**src/hdl/cesr_pkg.sv**
```systemverilog
// Notes on behaviour
// (RQ1) A 23-entry byte-wide segment list names which registers move to and from NVM.
// (RQ2) The walker moves exactly the listed byte count from each listed start address.
// (RQ3) Opcode entries are recognised: commit to active registers, and end of data.
// (RQ4) The reset list covers every configuration register and ends with a commit.
// (RQ5) Transfer status reads 1 while a transfer runs and 0 once it is done.
// (RQ6) Transfer status also drives status pin zero when its routing bit is set.
// (RQ7) The error bit reads 1 when a transfer detected incorrect data, else 0.
// (RQ8) With boot-select low, writing reload soft-resets from NVM; the bit self-clears.
// (RQ9) Write enable resets to 0, blocking NVM writes; 1 lifts the protection.
// (RQ10) Writing store starts buffer-to-NVM copy; the controller clears it when done.
// (RQ11) Commit, by opcode or software, pulses the buffer-to-active copy, self-clearing; the code ignores the opcode during a store.
// (RQ12) A store while write protection is active leaves NVM contents unchanged.
package cesr_pkg;

    ////////////////////////////////////////////////////////////////////////////
    // Register map.
    localparam logic [11:0] A_ROUTE = 12'h232;
    localparam logic [11:0] A_UPDATE = 12'h234;
    localparam logic [11:0] A_SEG = 12'hA00;
    localparam logic [11:0] A_SEG_LAST = 12'hA16;
    localparam logic [11:0] A_STATUS = 12'hB00;
    localparam logic [11:0] A_ERROR = 12'hB01;
    localparam logic [11:0] A_CTRL1 = 12'hB02;
    localparam logic [11:0] A_CTRL2 = 12'hB03;
    localparam logic [11:0] A_IRQ_STATUS = 12'hB10;
    localparam logic [11:0] A_IRQ_CLEAR = 12'hB11;
    localparam logic [11:0] A_IRQ_ENABLE = 12'hB12;

    ////////////////////////////////////////////////////////////////////////////
    // Field positions.
    localparam int ROUTE_BIT = 4;
    localparam int UPDATE_BIT = 0;
    localparam int STATUS_BIT = 0;
    localparam int ERROR_BIT = 0;
    localparam int WREN_BIT = 0;
    localparam int RELOAD_BIT = 1;
    localparam int STORE_BIT = 0;
    localparam int IRQ_DONE_BIT = 0;
    localparam int IRQ_ERR_BIT = 1;
    localparam int COUNT_FLAG_BIT = 7;

    ////////////////////////////////////////////////////////////////////////////
    // Segment list layout and opcodes.
    localparam logic [4:0] SEG_COUNT = 5'h17;
    localparam logic [7:0] OP_COMMIT = 8'h80;
    localparam logic [7:0] OP_END = 8'hFF;

    // Default walk: 0x000 to 0x232 in five segments, then commit, then end.
    // Each segment is a count entry followed by address high and low entries.
    localparam logic [22:0][7:0] SEG_RESET = {
        8'hFF, 8'hFF, 8'hFF, 8'hFF, 8'hFF, 8'hFF, 8'hFF, OP_COMMIT,
        8'hFC, 8'h01, 8'h37,
        8'h7D, 8'h01, 8'h7F,
        8'hFE, 8'h00, 8'h7F,
        8'h7F, 8'h00, 8'h7F,
        8'h00, 8'h00, 8'h7F
    };

    ////////////////////////////////////////////////////////////////////////////
    // Carriers and state.
    typedef enum logic [2:0] {
        ST_IDLE, ST_ENTRY, ST_READ, ST_WAIT, ST_WRITE,
        ST_SUM, ST_SUM_WAIT, ST_SUM_CHECK
    } cesr_fsm_type;

    typedef struct packed {
        logic rd;
        logic wr;
        logic [11:0] addr;
        logic [7:0] wdata;
    } cesr_cfg_req_type;

    typedef struct packed {
        logic rd;
        logic wr;
        logic [9:0] addr;
        logic [7:0] wdata;
    } cesr_nvm_req_type;

endpackage

```
**src/hdl/cesr_top.sv**
```systemverilog
`timescale 1ns/1ps
module cesr_top (
    // Clock and reset.
    input wire logic i_clk,
    input wire logic i_rst_b,
    // Register port.
    input wire logic [11:0] i_addr,
    input wire logic [7:0] i_wdata,
    input wire logic i_wr,
    input wire logic i_rd,
    output logic [7:0] o_rdata,
    // Device pins.
    input wire logic i_boot_sel,
    output logic o_status_pin_zero,
    output logic o_irq,
    // Buffer register bank.
    output cesr_pkg::cesr_cfg_req_type o_cfg,
    input wire logic [7:0] i_cfg_rdata,
    output logic o_commit,
    output logic o_soft_reset,
    // Nonvolatile array.
    output cesr_pkg::cesr_nvm_req_type o_nvm,
    input wire logic [7:0] i_nvm_rdata
);

    ////////////////////////////////////////////////////////////////////////////
    // State of the whole block in one record.
    typedef struct packed {
        logic [22:0][7:0] seg;
        logic route_en;
        logic wr_en;
        logic store_req;
        logic reload_req;
        logic busy;
        logic error;
        logic [1:0] irq_status;
        logic [1:0] irq_enable;
        logic irq;
        logic pin;
        logic [7:0] rdata;
        logic dir_store;
        logic [4:0] idx;
        logic [6:0] cnt;
        logic [11:0] addr;
        logic [9:0] nptr;
        logic [7:0] sum;
        cesr_pkg::cesr_fsm_type fsm;
        cesr_pkg::cesr_cfg_req_type cfg;
        cesr_pkg::cesr_nvm_req_type nvm;
        logic commit;
        logic soft_reset;
    } cesr_state_type;

    cesr_state_type s;
    cesr_state_type next_s;
    logic [7:0] entry;
    logic [7:0] xfer_data;
    logic [7:0] addr_hi;
    logic [7:0] addr_lo;

    ////////////////////////////////////////////////////////////////////////////
    // Helpers shared by the register port and the walker.
    function automatic logic [4:0] seg_index(input logic [11:0] addr);
        seg_index = 5'(addr - cesr_pkg::A_SEG);
    endfunction

    function automatic logic in_seg(input logic [11:0] addr);
        in_seg = (addr >= cesr_pkg::A_SEG) && (addr <= cesr_pkg::A_SEG_LAST);
    endfunction

    // Past the last slot the list reads as end of data, so a list without
    // a terminator still stops cleanly.
    function automatic logic [7:0] entry_at(input logic [22:0][7:0] seg,
                                            input logic [4:0] idx);
        if (idx < cesr_pkg::SEG_COUNT) begin
            entry_at = seg[idx];
        end else begin
            entry_at = cesr_pkg::OP_END;
        end
    endfunction

    ////////////////////////////////////////////////////////////////////////////
    // Next-state logic.
    always_comb begin
        next_s = s;
        entry = entry_at(s.seg, s.idx);
        xfer_data = s.dir_store ? i_cfg_rdata : i_nvm_rdata;
        // The two address entries that follow a count entry.
        addr_hi = entry_at(s.seg, 5'(s.idx + 5'h01));
        addr_lo = entry_at(s.seg, 5'(s.idx + 5'h02));
        next_s.cfg.rd = 1'b0;
        next_s.cfg.wr = 1'b0;
        next_s.nvm.rd = 1'b0;
        next_s.nvm.wr = 1'b0;
        next_s.commit = 1'b0;
        next_s.soft_reset = 1'b0;
        next_s.rdata = 8'h00;

        // Register reads answer in the next cycle; reserved bits read zero.
        if (i_rd) begin
            if (in_seg(i_addr)) begin
                next_s.rdata = s.seg[seg_index(i_addr)];
            end else begin
                unique case (i_addr)
                    cesr_pkg::A_ROUTE: next_s.rdata[cesr_pkg::ROUTE_BIT] = s.route_en;
                    cesr_pkg::A_STATUS: next_s.rdata[cesr_pkg::STATUS_BIT] = s.busy; // [RQ5]
                    cesr_pkg::A_ERROR: next_s.rdata[cesr_pkg::ERROR_BIT] = s.error; // [RQ7]
                    cesr_pkg::A_CTRL1: begin
                        next_s.rdata[cesr_pkg::WREN_BIT] = s.wr_en;
                        next_s.rdata[cesr_pkg::RELOAD_BIT] = s.reload_req;
                    end
                    cesr_pkg::A_CTRL2: next_s.rdata[cesr_pkg::STORE_BIT] = s.store_req;
                    cesr_pkg::A_IRQ_STATUS: next_s.rdata[1:0] = s.irq_status;
                    cesr_pkg::A_IRQ_ENABLE: next_s.rdata[1:0] = s.irq_enable;
                    default: next_s.rdata = 8'h00;
                endcase
            end
        end

        // Register writes. Store and reload requests are ignored while busy,
        // since the walker owns the list pointer until it finishes.
        if (i_wr) begin
            if (in_seg(i_addr)) begin
                next_s.seg[seg_index(i_addr)] = i_wdata; // [RQ1]
            end else begin
                unique case (i_addr)
                    cesr_pkg::A_ROUTE: next_s.route_en = i_wdata[cesr_pkg::ROUTE_BIT];
                    cesr_pkg::A_UPDATE: begin
                        next_s.commit = i_wdata[cesr_pkg::UPDATE_BIT]; // [RQ11]
                    end
                    cesr_pkg::A_CTRL1: begin
                        next_s.wr_en = i_wdata[cesr_pkg::WREN_BIT]; // [RQ9]
                        if (i_wdata[cesr_pkg::RELOAD_BIT] && !i_boot_sel && !s.busy) begin
                            next_s.reload_req = 1'b1; // [RQ8]
                        end
                    end
                    cesr_pkg::A_CTRL2: begin
                        if (i_wdata[cesr_pkg::STORE_BIT] && !s.busy) begin
                            next_s.store_req = 1'b1; // [RQ10]
                        end
                    end
                    cesr_pkg::A_IRQ_CLEAR: next_s.irq_status = s.irq_status & ~i_wdata[1:0];
                    cesr_pkg::A_IRQ_ENABLE: next_s.irq_enable = i_wdata[1:0];
                    default: ;
                endcase
            end
        end

        // Segment walker. Each data byte takes three cycles: request, wait for the
        // one-cycle read latency, then write the far side; decode runs once per segment.
        unique case (s.fsm)
            cesr_pkg::ST_IDLE: begin
                next_s.idx = 5'h00;
                next_s.nptr = 10'h000;
                next_s.sum = 8'h00;
                if (s.store_req && !s.wr_en) begin
                    // Protected: finish at once without touching the array.
                    next_s.store_req = 1'b0; // [RQ12]
                    next_s.irq_status[cesr_pkg::IRQ_DONE_BIT] = 1'b1;
                end else if (s.store_req) begin
                    next_s.dir_store = 1'b1;
                    next_s.busy = 1'b1; // [RQ5]
                    next_s.error = 1'b0;
                    next_s.fsm = cesr_pkg::ST_ENTRY;
                end else if (s.reload_req) begin
                    next_s.reload_req = 1'b0; // [RQ8]
                    next_s.soft_reset = 1'b1;
                    next_s.dir_store = 1'b0;
                    next_s.busy = 1'b1;
                    next_s.error = 1'b0;
                    next_s.fsm = cesr_pkg::ST_ENTRY;
                end
            end
            cesr_pkg::ST_ENTRY: begin
                if (entry == cesr_pkg::OP_END) begin
                    next_s.fsm = cesr_pkg::ST_SUM; // [RQ3]
                end else if (entry == cesr_pkg::OP_COMMIT) begin
                    // Applying registers only makes sense when loading them.
                    // A software commit in the same cycle must not be lost.
                    next_s.commit = next_s.commit | !s.dir_store; // [RQ3] [RQ11]
                    next_s.idx = 5'(s.idx + 5'h01);
                end else if (!entry[cesr_pkg::COUNT_FLAG_BIT] && entry != 8'h00) begin
                    next_s.cnt = entry[6:0]; // [RQ2]
                    next_s.addr = {addr_hi[3:0], addr_lo};
                    next_s.idx = 5'(s.idx + 5'h03);
                    next_s.fsm = cesr_pkg::ST_READ;
                end else begin
                    // Unknown opcodes and zero counts are skipped.
                    next_s.idx = 5'(s.idx + 5'h01);
                end
            end
            cesr_pkg::ST_READ: begin
                next_s.cfg.rd = s.dir_store;
                next_s.cfg.addr = s.addr;
                next_s.nvm.rd = !s.dir_store;
                next_s.nvm.addr = s.nptr;
                next_s.fsm = cesr_pkg::ST_WAIT;
            end
            cesr_pkg::ST_WAIT: next_s.fsm = cesr_pkg::ST_WRITE;
            cesr_pkg::ST_WRITE: begin
                next_s.nvm.wr = s.dir_store && s.wr_en; // [RQ9]
                next_s.nvm.addr = s.nptr;
                next_s.nvm.wdata = xfer_data;
                next_s.cfg.wr = !s.dir_store;
                next_s.cfg.addr = s.addr;
                next_s.cfg.wdata = xfer_data;
                next_s.sum = s.sum ^ xfer_data;
                next_s.nptr = 10'(s.nptr + 10'h001);
                next_s.addr = 12'(s.addr + 12'h001);
                next_s.cnt = 7'(s.cnt - 7'h01);
                next_s.fsm = (s.cnt == 7'h01) ? cesr_pkg::ST_ENTRY : cesr_pkg::ST_READ; // [RQ2]
            end
            cesr_pkg::ST_SUM: begin
                // Storing appends the check byte and reads it back; loading reads it.
                next_s.nvm.wr = s.dir_store && s.wr_en;
                next_s.nvm.addr = s.nptr;
                next_s.nvm.wdata = s.sum;
                next_s.fsm = cesr_pkg::ST_SUM_WAIT;
            end
            cesr_pkg::ST_SUM_WAIT: begin
                next_s.nvm.rd = 1'b1;
                next_s.nvm.addr = s.nptr;
                next_s.fsm = cesr_pkg::ST_SUM_CHECK;
            end
            cesr_pkg::ST_SUM_CHECK: begin
                // The read issued last cycle is on the port now; its data returns a cycle later.
                if (s.nvm.rd) begin
                    next_s.fsm = cesr_pkg::ST_SUM_CHECK;
                end else begin
                    next_s.error = (i_nvm_rdata != s.sum); // [RQ7]
                    // Built on the next value so a clear in this cycle still lands
                    // when no new error is seen; a new error wins over the clear.
                    next_s.irq_status[cesr_pkg::IRQ_ERR_BIT] =
                        next_s.irq_status[cesr_pkg::IRQ_ERR_BIT] | (i_nvm_rdata != s.sum);
                    next_s.irq_status[cesr_pkg::IRQ_DONE_BIT] = 1'b1;
                    next_s.busy = 1'b0; // [RQ5]
                    next_s.store_req = 1'b0; // [RQ10]
                    next_s.fsm = cesr_pkg::ST_IDLE;
                end
            end
        endcase

        // Outputs are computed from the next state so that each leaves a flop.
        next_s.pin = next_s.route_en & next_s.busy; // [RQ6]
        next_s.irq = |(next_s.irq_status & next_s.irq_enable);
    end

    ////////////////////////////////////////////////////////////////////////////
    // State register.
    always_ff @(posedge i_clk or negedge i_rst_b) begin
        if (!i_rst_b) begin
            s <= '0;
            s.seg <= cesr_pkg::SEG_RESET; // [RQ4]
        end else begin
            s <= next_s;
        end
    end

    ////////////////////////////////////////////////////////////////////////////
    // Ports straight from the state flops.
    assign o_rdata = s.rdata;
    assign o_status_pin_zero = s.pin;
    assign o_irq = s.irq;
    assign o_cfg = s.cfg;
    assign o_commit = s.commit;
    assign o_soft_reset = s.soft_reset;
    assign o_nvm = s.nvm;

endmodule

```
**config.mk**
```make
export PLATFORM = sky130hd
export DESIGN_NAME = cesr_top
export DESIGN_NICKNAME = d
export VERILOG_FILES = /design/src/hdl/cesr_pkg.sv /design/src/hdl/cesr_top.sv
export SDC_FILE = /design/constraint.sdc
export NUM_CORES = 1
export LEC_CHECK = 0
export BUFFER_PORTS_ARGS = -buffer_cell sky130_fd_sc_hd__buf_2
export CAP_MARGIN = 0
export CORE_MARGIN = 2
export CORE_UTILIZATION = 40
export DETAILED_ROUTE_END_ITERATION = 6
export PLACE_DENSITY = 0.58
export SYNTH_ARGS = -nofsm -noshare
export SYNTH_HDL_FRONTEND = slang
export SYNTH_SLANG_ARGS = --single-unit
```
**constraint.sdc**
```tcl
create_clock -name i_clk -period 5.3 [get_ports i_clk]
set_input_delay 1.06 -clock i_clk [delete_from_list [all_inputs] [get_ports i_clk]]
set_output_delay 1.06 -clock i_clk [all_outputs]
set_load 0.1 [all_outputs]
```
==> key figures <==
Power
  • Combinational share of power: 0.386
  • Sw power: 3.69 mW
  • PwrDens: approximately 430 mW/mm²
  • Maximum VDD drop: 0.412 mV
  • Switch share: 0.424
  • Reg power frac: 0.327
  • Power Internal: 5.00 mW
  • Clock group share of total power: 0.286
  • Leak: 8.36 nW

Final layout
  • Most frequent cells in the layout: mux2_2 (219), dfrtp_1 (174), mux4_2 (140)
  • Area of the multi-input gates: just under 0.01 mm²
  • Final nets: approximately 1600
  • Fill count: 4184
  • Fin cells: 2136
  • Area growth, synth to finish: 9.82%
  • Seq. cell area: ~0.0075 mm²
  • Layout cell share with drive strength beyond 1: 0.441
  • Commonest non-fill, non-tap cell in the layout: mux2_2
  • Ant diodes: 0

Floorplanning
  • Core Rows: 78
  • Die Wd: 218 µm
  • Initial core utilization: 0.404
  • Die area: 0.0476 mm²
  • Die Span Y: 218 µm
  • I/O pins: 95
  • Core area: 0.0454 mm²

GRT
  • Global-route wire length before repair: about 84000 µm
  • Remaining global-route overflow: 0
  • Initial antenna violation count: 0
  • Pin count of the biggest net entering global routing: 111
  • Via count of the first global-routing pass: between 10000 and 15000
  • GRT Overall Usage: 0.233

Setup path
  • Worst-path maximum fanout: 34
  • Family with the most delay on the worst path: simple AND/OR/NAND/NOR gates
  • Buffers plus inverters on the worst setup path: 2
  • Worst-path cell chain: buf_4, buf_4, mux4_2, nand2_1, nand3_1, and3_1, nor3_2, a21oi_4, a22o_1, a221o_1
  • Critical path class: reg2reg
  • Setup crit start kind: flop
  • Crit end category: flop
  • Critical Path RT: 5740 ps
  • Crit-path most repeated cell: buf_4
  • CP Data Arrival Time: 4530 ps
  • Crit-path slowest cell: dfrtp_4
  • Slowest stage delay, CP: 630 ps

CTS
  • Post-CTS Hold Fix Bufs: 0
  • # H-tree levels: 2
  • CTS Buffer Depth: 3
  • Clock root buffer: clkbuf_16
  • Reg clk slew, reported paths: roughly 60 ps
  • Later-pin clock latency in the skew report: 570 ps
  • Postcts setup bufs: 0
  • TritonCTS clock tree: built
  • Resize count post-CTS: 0
  • Clock tree sinks: 294
  • CTS Buf Count: 35

Outcome
  • Failing checks: design-rule violations
  • Status: finished with violations

Route
  • Final ANT Viol Nets: 0
  • Drt pass-1 iters: 7
  • Average wire per standard cell: 25.5 µm
  • DRT iter0 DRCs: 1477
  • # DRC: 1
  • Routed WL: 54500 µm
  • Total number of vias: 13300
  • Via density: 6.22

Flow run
  • Max Cap Viol: 0

Place
  • Post-detail-place hpwl: around 37000 µm
  • PortBufs: 94
  • DP Cell Count: ~2100
  • RD Place Congestion: 0.904

STA
  • Max-slew violations: 0
  • F_max: between 0.2 and 0.25 GHz
  • Min cycle time layout: 4090 ps
  • Final clock skew: 25.4 ps
  • Slew @ Worst Pin: about 1100 ps
  • Final Setup Violations: 0
  • Final period util: 0.771
  • Final Hold Fails: 0
  • Post-Route Setup TNS: 0 ps
  • Unrepaired setup endpoints after global routing: no
  • Slew margin rel.: 0.259

Yosys
  • Sequential fraction of the synthesis area: 0.409
  • Synthesis-stage register bit count: a little under 300
  • Avg Inst Size Synth: about 12 µm²
  • Synthesis warning total: 0
  • Library cells used by synthesis: 75
  • Post-Syn Nets: ~1600
  • Post-synth EDFFs: 0
  • Top FF cell, synth: dfrtp_1
  • FFs w/ async S/R, synth: 1.00
  • Synth Instances: 1503
  • Syn Std Cell Area: about 0.018 mm²

Min path
  • Hold Crit Class: reg2reg
area by class of cell:
type,instances,share of cell area
repair buffers,126,0.0371
inverters,18,0.00335
multi-input cells,1034,0.491
well taps,600,0.0372
flip-flops and latches,294,0.373
clock inverters,18,0.00937
clock buffers,46,0.0491
routing by layer:
layer / share of wire / global-route usage
met1: 0.42 / 0.321
met2: 0.46 / 0.361
met3: 0.071 / 0.0455
met4: 0.040 / 0.0923
met5: 0 / 0
tightest hold or removal path, delay by kind of cell (launching register included):
kind	cells	cell delay [ps]
and+or+nand+nor	1	50
AOI/OAI and AO/OA	1	60
DFF	1	340
cell usage after synthesis, types with 6 or more instances:
cell type / n / area [µm²]
mux2_2: 219 / 2470
dfrtp_1: 176 / 4400
mux4_2: 140 / 3150
nand2_1: 125 / 469
dfstp_2: 118 / 3100
mux2i_1: 76 / 761
clkbuf_1: 63 / 236
o21ai_0: 63 / 315
buf_4: 59 / 443
nor2_1: 57 / 214
a21oi_1: 51 / 255
nor3_1: 32 / 160
nand3_1: 30 / 150
buf_2: 22 / 110
inv_1: 18 / 67.6
o22ai_1: 16 / 100
and3_1: 15 / 93.8
a211oi_1: 14 / 105
nor2b_1: 14 / 87.6
o211ai_1: 11 / 82.6
or3_1: 10 / 62.6
xor2_1: 10 / 87.6
and2_1: 8 / 50.1
buf_1: 8 / 30.0
ha_1: 8 / 100
a2111oi_0: 7 / 61.3
a22oi_1: 7 / 52.6
a31oi_1: 7 / 43.8
nand4_1: 7 / 43.8
a21boi_0: 6 / 45.0
nand2b_1: 6 / 37.5
o21ai_1: 6 / 30.0
registers in the layout, summed over array words and instances (netlist names):
name               cells
o_cfg                 22
o_commit               1
o_irq                  1
o_nvm                 20
o_rdata                8
o_soft_reset           1
o_status_pin_zero      1
s                    240
cells by family after synthesis:
family                   share of synthesized area
XOR/XNOR                                   0.00620
buffers and inverters                       0.0519
AND/OR/NAND/NOR                             0.0853
adder cells (fa/ha/maj)                    0.00545
AO/OA/AOI/OAI                               0.0920
flip-flops                                   0.409
multiplexers                                 0.350
final timing paths:
path                                from       end  slack, ps  cells after the start
worst max-delay path               s[84]     s[86]       1210                     10
worst min-delay path            o_cfg[5]  o_cfg[5]        470                      2
worst max register to register     s[84]     s[86]       1210                     10
max in group asynchronous        i_rst_b    s[223]       3600                      2
min in group asynchronous        i_rst_b  o_cfg[5]        540                      1
worst min register to register  o_cfg[5]  o_cfg[5]        470                      2
power by group through the flow:
stage / Clock [mW] / Sequential [mW] / Combinational (mW)
floorplan: 0 / 2.72 / 2.90
global placement: 0 / 2.87 / 3.31
detailed placement: 0 / 2.88 / 3.35
CTS: 2.55 / 2.84 / 3.35
global route: 2.64 / 2.90 / 3.58
finish: 2.49 / 2.84 / 3.35
through the flow:
step | worst slack [ps] | instance area [µm²] | total power, mW | utilization | hold WS, ps
floorplan | 1510 | 18400 | 5.62 | - | 449
global placement | 1280 | 19000 | 6.18 | 0.418 | 460
detailed placement | 1210 | 19000 | 6.22 | 0.418 | 469
CTS | 1200 | 20200 | 8.75 | 0.444 | 482
global route | 864 | 20200 | 9.11 | 0.444 | 507
finish | 1210 | 20200 | 8.68 | 0.444 | 475
No activity file was read; power rests on OpenSTA's default activity.
